**config.mk**
```make
export PLATFORM = sky130hd
export DESIGN_NAME = smpcmp_ctrl
export DESIGN_NICKNAME = d
export VERILOG_FILES = /design/src/shared/smpcmp_pkg.sv /design/src/smpcmp_ctrl.sv
export SDC_FILE = /design/constraint.sdc
export NUM_CORES = 1
export LEC_CHECK = 0
export BUFFER_PORTS_ARGS = -buffer_cell sky130_fd_sc_hd__buf_2
export CORE_MARGIN = 8
export CORE_UTILIZATION = 30
export DETAILED_ROUTE_END_ITERATION = 8
export PLACE_DENSITY = 0.46
export SLEW_MARGIN = 10
export SYNTH_ARGS = -nofsm -noshare
export SYNTH_HDL_FRONTEND = slang
export SYNTH_SLANG_ARGS = --single-unit
```
**constraint.sdc**
```tcl
create_clock -name clk_sys -period 1.77 [get_ports clk_sys]
set_input_delay 0.354 -clock clk_sys [delete_from_list [all_inputs] [get_ports clk_sys]]
set_output_delay 0.354 -clock clk_sys [all_outputs]
set_load 0.01 [all_outputs]
```
**src/shared/smpcmp_pkg.sv**
```systemverilog
// constants and carriers for the comparator digital control block
// assumes a 250 MHz system clock standing in for the instruction clock
package smpcmp_pkg;
  localparam int unsigned CLK_PERIOD_PS   = 4000;
  localparam int unsigned GLITCH_TIME_PS  = 66000;
  localparam int unsigned GLITCH_CYCLES   = (GLITCH_TIME_PS + CLK_PERIOD_PS - 1) / CLK_PERIOD_PS;
  localparam int unsigned FILT_CNT_W      = 5;

  localparam logic [3:0] ADDR_CONTROL     = 4'h0;
  localparam logic [3:0] ADDR_DAC         = 4'h4;
  localparam logic [3:0] ADDR_IRQ_STATUS  = 4'h8;
  localparam logic [3:0] ADDR_IRQ_MASK    = 4'hC;

  localparam int unsigned BIT_ENABLE      = 15;
  localparam int unsigned BIT_STOP_IDLE   = 13;
  localparam int unsigned BIT_INSEL_HI    = 7;
  localparam int unsigned BIT_INSEL_LO    = 6;
  localparam int unsigned BIT_EXTERNAL_REFERENCE_SELECT      = 5;
  localparam int unsigned BIT_STATUS      = 3;
  localparam int unsigned BIT_POLARITY    = 1;
  localparam int unsigned BIT_RANGE       = 0;
  localparam int unsigned DAC_W           = 10;

  localparam logic [15:0] CONTROL_RESET   = 16'h0000;
  localparam logic [DAC_W-1:0] DAC_RESET  = 10'h000;
  localparam logic [1:0]  IRQ_RESET       = 2'h0;
  localparam logic [FILT_CNT_W-1:0] FILT_CNT_RESET = 5'h00;

  typedef struct packed {
    logic       enable;
    logic       stop_in_idle;
    logic [1:0] input_select;
    logic       external_reference_select;
    logic       output_polarity;
    logic       range_high;
  } smpcmp_ctrl_s;

  typedef struct packed {
    logic             dac_enable;
    logic [DAC_W-1:0] dac_reference_value;
    logic             external_reference_select;
    logic             range_high;
    logic             comparator_enable;
    logic [1:0]       input_select;
    logic [3:0]       pad_digital_input_disable;
  } smpcmp_analog_s;
endpackage

```
**src/smpcmp_ctrl.sv**
```systemverilog
// comparator digital control: registers, glitch filter, event pulse, irq
// assumes the raw comparator output is asynchronous; sleep and idle flags are synchronous levels
`timescale 1ns/10ps
// What this block does
// - filter out comparator transients shorter than FILT_CYCLES system clock cycles (17 by default)
// - in sleep or idle, bypass filter, send comparator asynchronously to the wake request
// - asynchronous path wakes processor from sleep or idle on threshold crossing
// - any stop-in-idle bit set disables all comparators during idle
// - one-cycle event pulse drives adc trigger and interrupt request
// - enable clear holds dac and comparator off; set enables module
// - input select codes 00..11 pick input pins a, b, c, d
// - range bit set gives high dac range, clear the internal low range
// - polarity bit set inverts comparator output, clear passes it
// - comparator negative input is the dac, positive the selected pin
// - one event drives adc trigger and pwm in the same cycle, interrupt one cycle later
// - enabled module disables digital input buffer of the selected pad
// - dac driven from the ten-bit dac value register
module smpcmp_ctrl #(
  parameter int unsigned FILT_CYCLES = smpcmp_pkg::GLITCH_CYCLES
) (
  input  wire logic                     clk_sys,
  input  wire logic                     rstn,
  input  wire logic [3:0]               reg_addr,
  input  wire logic [15:0]              reg_wdata,
  input  wire logic                     reg_write,
  input  wire logic                     reg_read,
  output logic [15:0]                   reg_rdata,
  input  wire logic                     comparator_raw,
  input  wire logic                     sys_sleep,
  input  wire logic                     sys_idle,
  input  wire logic                     other_stop_in_idle,
  output logic                          stop_in_idle_out,
  output smpcmp_pkg::smpcmp_analog_s    analog,
  output logic                          event_pulse,
  output logic                          adc_trigger,
  output logic                          pwm_event,
  output logic                          wake_request,
  output logic                          irq
);
  typedef struct packed {
    logic [1:0]                              rst_sync;
    logic [1:0]                              cmp_sync;
    smpcmp_pkg::smpcmp_ctrl_s                ctrl;
    logic [smpcmp_pkg::DAC_W-1:0]            dac;
    logic [smpcmp_pkg::FILT_CNT_W-1:0]       filt_cnt;
    logic                                    filtered;
    logic                                    filtered_prev;
    logic                                    event_pulse;
    logic                                    pwm_event;
    logic                                    wake;
    logic [1:0]                              irq_status;
    logic [1:0]                              irq_mask;
    logic                                    irq;
    logic [15:0]                             rdata;
    smpcmp_pkg::smpcmp_analog_s              analog;
    logic                                    sidl_out;
  } smpcmp_state_s;

  smpcmp_state_s st_q;
  smpcmp_state_s st_d;
  logic          rst_n_int;
  logic          low_power;
  logic          active;
  logic          cmp_level;
  logic          async_level;

  assign rst_n_int = st_q.rst_sync[1];
  assign low_power = sys_sleep | sys_idle;

  // combinational path for wake while clocks stop
  assign async_level = comparator_raw ^ st_q.ctrl.output_polarity;

  always_comb
  begin
    st_d          = st_q;
    st_d.rst_sync = {st_q.rst_sync[0], 1'b1};
    st_d.cmp_sync = {st_q.cmp_sync[0], comparator_raw};

    // module off when disabled or group stop in idle
    active = st_q.ctrl.enable & ~(sys_idle & (st_q.ctrl.stop_in_idle | other_stop_in_idle));
    cmp_level = active & (st_q.cmp_sync[1] ^ st_q.ctrl.output_polarity);

    // glitch filter: level must hold FILT_CYCLES before it is accepted
    if (cmp_level == st_q.filtered)
    begin
      st_d.filt_cnt = smpcmp_pkg::FILT_CNT_RESET;
    end
    else if (st_q.filt_cnt >= smpcmp_pkg::FILT_CNT_W'(FILT_CYCLES - 1))
    begin
      st_d.filtered = cmp_level;
      st_d.filt_cnt = smpcmp_pkg::FILT_CNT_RESET;
    end
    else
    begin
      st_d.filt_cnt = st_q.filt_cnt + 1'b1;
    end
    if (low_power)
    begin
      st_d.filtered = cmp_level;
      st_d.filt_cnt = smpcmp_pkg::FILT_CNT_RESET;
    end

    st_d.filtered_prev = st_q.filtered;
    st_d.event_pulse   = st_q.filtered & ~st_q.filtered_prev;
    st_d.pwm_event     = st_q.filtered;
    st_d.wake          = low_power & active & (st_q.cmp_sync[1] ^ st_q.ctrl.output_polarity);

    // status bit 0: comparator event, bit 1: wake event; read clears, set wins
    st_d.rdata = 16'h0000;
    if (reg_read)
    begin
      case (reg_addr)
        smpcmp_pkg::ADDR_CONTROL:
        begin
          st_d.rdata[smpcmp_pkg::BIT_ENABLE]    = st_q.ctrl.enable;
          st_d.rdata[smpcmp_pkg::BIT_STOP_IDLE] = st_q.ctrl.stop_in_idle;
          st_d.rdata[smpcmp_pkg::BIT_INSEL_HI:smpcmp_pkg::BIT_INSEL_LO] = st_q.ctrl.input_select;
          st_d.rdata[smpcmp_pkg::BIT_EXTERNAL_REFERENCE_SELECT]    = st_q.ctrl.external_reference_select;
          st_d.rdata[smpcmp_pkg::BIT_STATUS]    = st_q.filtered;
          st_d.rdata[smpcmp_pkg::BIT_POLARITY]  = st_q.ctrl.output_polarity;
          st_d.rdata[smpcmp_pkg::BIT_RANGE]     = st_q.ctrl.range_high;
        end
        smpcmp_pkg::ADDR_DAC:        st_d.rdata[smpcmp_pkg::DAC_W-1:0] = st_q.dac;
        smpcmp_pkg::ADDR_IRQ_STATUS:
        begin
          st_d.rdata[1:0] = st_q.irq_status;
          st_d.irq_status = 2'h0;
        end
        smpcmp_pkg::ADDR_IRQ_MASK:   st_d.rdata[1:0] = st_q.irq_mask;
        default:                     st_d.rdata = 16'h0000;
      endcase
    end
    if (reg_write)
    begin
      case (reg_addr)
        smpcmp_pkg::ADDR_CONTROL:
        begin
          st_d.ctrl.enable       = reg_wdata[smpcmp_pkg::BIT_ENABLE];
          st_d.ctrl.stop_in_idle = reg_wdata[smpcmp_pkg::BIT_STOP_IDLE];
          st_d.ctrl.input_select = reg_wdata[smpcmp_pkg::BIT_INSEL_HI:smpcmp_pkg::BIT_INSEL_LO];
          st_d.ctrl.external_reference_select = reg_wdata[smpcmp_pkg::BIT_EXTERNAL_REFERENCE_SELECT];
          st_d.ctrl.output_polarity = reg_wdata[smpcmp_pkg::BIT_POLARITY];
          st_d.ctrl.range_high   = reg_wdata[smpcmp_pkg::BIT_RANGE];
        end
        smpcmp_pkg::ADDR_DAC:      st_d.dac = reg_wdata[smpcmp_pkg::DAC_W-1:0];
        smpcmp_pkg::ADDR_IRQ_MASK: st_d.irq_mask = reg_wdata[1:0];
        default:                   st_d.dac = st_q.dac;
      endcase
    end
    if (st_q.event_pulse)
    begin
      st_d.irq_status[0] = 1'b1;
    end
    if (st_q.wake)
    begin
      st_d.irq_status[1] = 1'b1;
    end
    st_d.irq = |(st_d.irq_status & st_q.irq_mask);

    // analog side controls
    st_d.analog.dac_enable                = active;
    st_d.analog.comparator_enable         = active;
    st_d.analog.dac_reference_value       = st_q.dac;
    st_d.analog.external_reference_select = st_q.ctrl.external_reference_select;
    st_d.analog.range_high                = st_q.ctrl.range_high;
    st_d.analog.input_select              = st_q.ctrl.input_select;
    st_d.analog.pad_digital_input_disable = 4'h0;
    if (st_q.ctrl.enable)
    begin
      st_d.analog.pad_digital_input_disable[st_q.ctrl.input_select] = 1'b1;
    end
    st_d.sidl_out = st_q.ctrl.stop_in_idle;
  end

  always_ff @(posedge clk_sys or negedge rstn)
  begin
    if (!rstn)
    begin
      st_q <= '0;
    end
    else if (!rst_n_int)
    begin
      st_q          <= '0;
      st_q.rst_sync <= st_d.rst_sync;
    end
    else
    begin
      st_q <= st_d;
    end
  end

  assign reg_rdata        = st_q.rdata;
  assign analog           = st_q.analog;
  assign event_pulse      = st_q.event_pulse;
  assign adc_trigger      = st_q.event_pulse;
  assign pwm_event        = st_q.pwm_event;
  assign irq              = st_q.irq;
  assign stop_in_idle_out = st_q.sidl_out;
  // wake leaves combinationally from the pin so it works with clocks stopped
  assign wake_request     = st_q.wake | (low_power & st_q.analog.comparator_enable & async_level);
endmodule // smpcmp_ctrl

```
==> impl_metrics.yaml <==
run_status:
  status: "complete, no violations"
clock_network:
  cts.repair.resized: 0
  post_cts_buffers: 0
  cts_tree: "yes"
  htreeDepth: 3
  clockBufferDepth: 2
  cts_buffers: 9
  clkLatencyLatePin_ps: 340
  clock_sinks: 67
  clk_pin_slew_ps: 70
  cts-root-buf: "clkbuf_8"
synth:
  synth_edf_count: 0
  synth_ff_type: "dfrtp_1"
  synth.avg_cell_area_um2: 11.0
  yosysWarnings: 0
  ys_types: 42
  async_reset_ff_frac: 1.00
  synth_common_cells: "dfrtp_1, buf_4, and2_1"
  netlist_instances: 269
  syn_area_um2: 2960
  synth_area_leader_cell: "dfrtp_1"
  yosysSeqAreaShare: 0.566
  ys_seq_elements: 67
  synth_top_area_frac: 0.566
  synth_area_leaders: "dfrtp_1, buf_4, and2_1"
  yosysMostFrequentCell: "dfrtp_1"
route:
  wl_mm: 6.72
  via_per_inst: 4.37
  ant_nets: 0
  wl_per_cell_um: 15.2
  dr.pass1.iters: 4
  dr_total_vias: 1931
  drc: 0
  drt_iter0_markers: 119
timing:
  worst_slack_ps: 100
  rsz0062_at_grt: "no"
  worst_pin_slew_ps: 484
  setup_violations: 0
  hold_violations: 0
  clock_skew_ps: 8.68
  slew_viol_final: 0
  relSlewSlack: 0.673
  finalSetupTns_ps: 0
  layout_worst_path_cycle_share: 0.943
  fin_crit_ps: 1670
  fmax_mhz: 599
placed_design:
  gp_congestion: 0.790
  portBuffers: 61
  dp_hpwl_mm: 4.89
  post-place-ws_ps: 118
critical_path:
  crit_buf_inv: 1
  crit_arrival_ps: 1320
  critPathTopFamily: "flip-flops"
  slowest_delay_ps: 440
  crit_chain: "xor2_1 > a31o_2 > buf_2"
  path_class: "flip-flop to primary output"
  start_kind: "flip-flop"
  cp-end-kind: "primary output"
  cp_slowest_cell: "dfrtp_1"
  crit_required_ps: 1420
  crit_path_max_fanout: 4
final_layout:
  antenna_cells: 0
  multi_input_area_um2: 933
  area_growth_pct: 16.2
  regArea_um2: 1680
  fillers: 1005
  nNetsFinal: 334
  drive_gt1_frac: 0.301
global_route:
  antenna_found_initial: 1
  grt_max_degree: 33
  grt_use_total: 0.109
  grt-ovfl-total: 0
  grt_first_pass_wirelength_mm: 10.9
  grt_pass1_vias: 2078
pwr:
  p_per_area_nw_per_um2: 949
  p_leak_nw: 1.77
  ir_drop_mv: 0.356
worst_hold_path:
  hp-class: "primary input to flip-flop"
flow_run:
  cap_violations: 0
floorplan:
  io_pins: 70
  core-area_um2: 9680
  die_height_um: 115
  rows: 36
  fp.dieArea_um2: 13300
  start_util: 0.306
  fp.dieW_um: 115
==> power breakdown <==
| part | internal, mW | total (mW) | switching, mW |
|---|---|---|---|
| registers | 1.54 | 1.55 | 0.00721 |
| clock network | 0.970 | 1.54 | 0.570 |
| logic | 0.0579 | 0.177 | 0.119 |
==> cells by family after synthesis <==
family	share of synthesized area
and+or+nand+nor	0.154
other	0.00253
AOI/OAI and AO/OA	0.101
buffers and inverters	0.123
xor gates and xnor gates	0.0118
muxes	0.0338
DFF	0.566
adders and majority gates	0.00844
==> registers in the layout (all words and copies together) (netlist names) <==
| name | flops |
|---|---|
| st_d | 18 |
| reg_rdata | 12 |
| rst_n_int | 1 |
| stop_in_idle_out | 1 |
| irq | 1 |
| adc_trigger | 1 |
| st_q | 14 |
| analog | 19 |
==> per-layer routing <==
layer / global-route usage / part of all wire
met1: 0.126 / 0.44
met2: 0.169 / 0.46
met3: 0.0357 / 0.075
met4: 0.0701 / 0.022
met5: 0 / 0.0019
==> metrics by stage <==
stage	instance area, um^2	std cells	hold slack, ps	total power [mW]	util
global route	3440	442	250	3.41	0.356
finish	3440	442	258	3.27	0.356
global placement	3190	425	248	1.76	0.330
floorplan	2980	272	58.4	1.66	-
CTS	3440	442	240	3.33	0.356
detailed placement	3190	425	249	1.76	0.330
==> layout by cell type, fill, tap and decap left out, types with 3 or more instances in the layout <==
cell type	netlist	routed
bufinv_16	0	3
mux2i_1	10	10
buf_2	6	61
nand4_1	9	9
nor3b_1	3	3
nand2_1	10	10
nor2_1	9	9
nor3_1	3	3
a21oi_1	13	13
o21ai_0	13	13
inv_1	7	7
a211oi_1	5	5
clkbuf_8	0	10
dfrtp_1	67	67
xor2_1	3	3
and2_1	17	17
buf_4	37	8
nand3_1	13	13
and3_1	4	4
conb_1	2	5
==> repair_timing <==
action | CTS | global route
hold buffers | 1 | 0
setup endpoints to repair | 0 | 0
hold endpoints to repair | 8 | 0
==> layout make-up <==
| type | count | area share |
|---|---|---|
| clock inverters | 5 | 0.0291 |
| flip-flops and latches | 67 | 0.487 |
| clock buffers | 11 | 0.0411 |
| multi-input cells | 147 | 0.271 |
| repair buffers | 71 | 0.115 |
| well taps | 133 | 0.0483 |
| inverters | 8 | 0.00872 |
==> path summary, 6_finish.rpt <==
check	startpoint	cells past startpoint	to	slack [ps]
min in group asynchronous	rstn	2	reg_rdata[9]$_DFF_PN0_	420
max in group asynchronous	rstn	3	analog[8]$_DFF_PN0_	840
worst max-delay path	st_q[63]$_DFFE_PN0P_	3	wake_request	100
worst max register to register	st_q[63]$_DFFE_PN0P_	3	st_q[49]$_DFF_PN0_	400
worst min register to register	st_d[72]$_DFF_PN0_	0	rst_n_int$_DFF_PN0_	350
worst min-delay path	reg_wdata[2]	3	st_d[12]$_DFFE_PN0P_	260
==> worst reg2reg max path, cell delays in order, from the launching register on <==
cell	delay (ps)
dfrtp_1	430
xor2_1	280
nand4_1	250
a211oi_1	310
(Power assumes the default switching activity.)
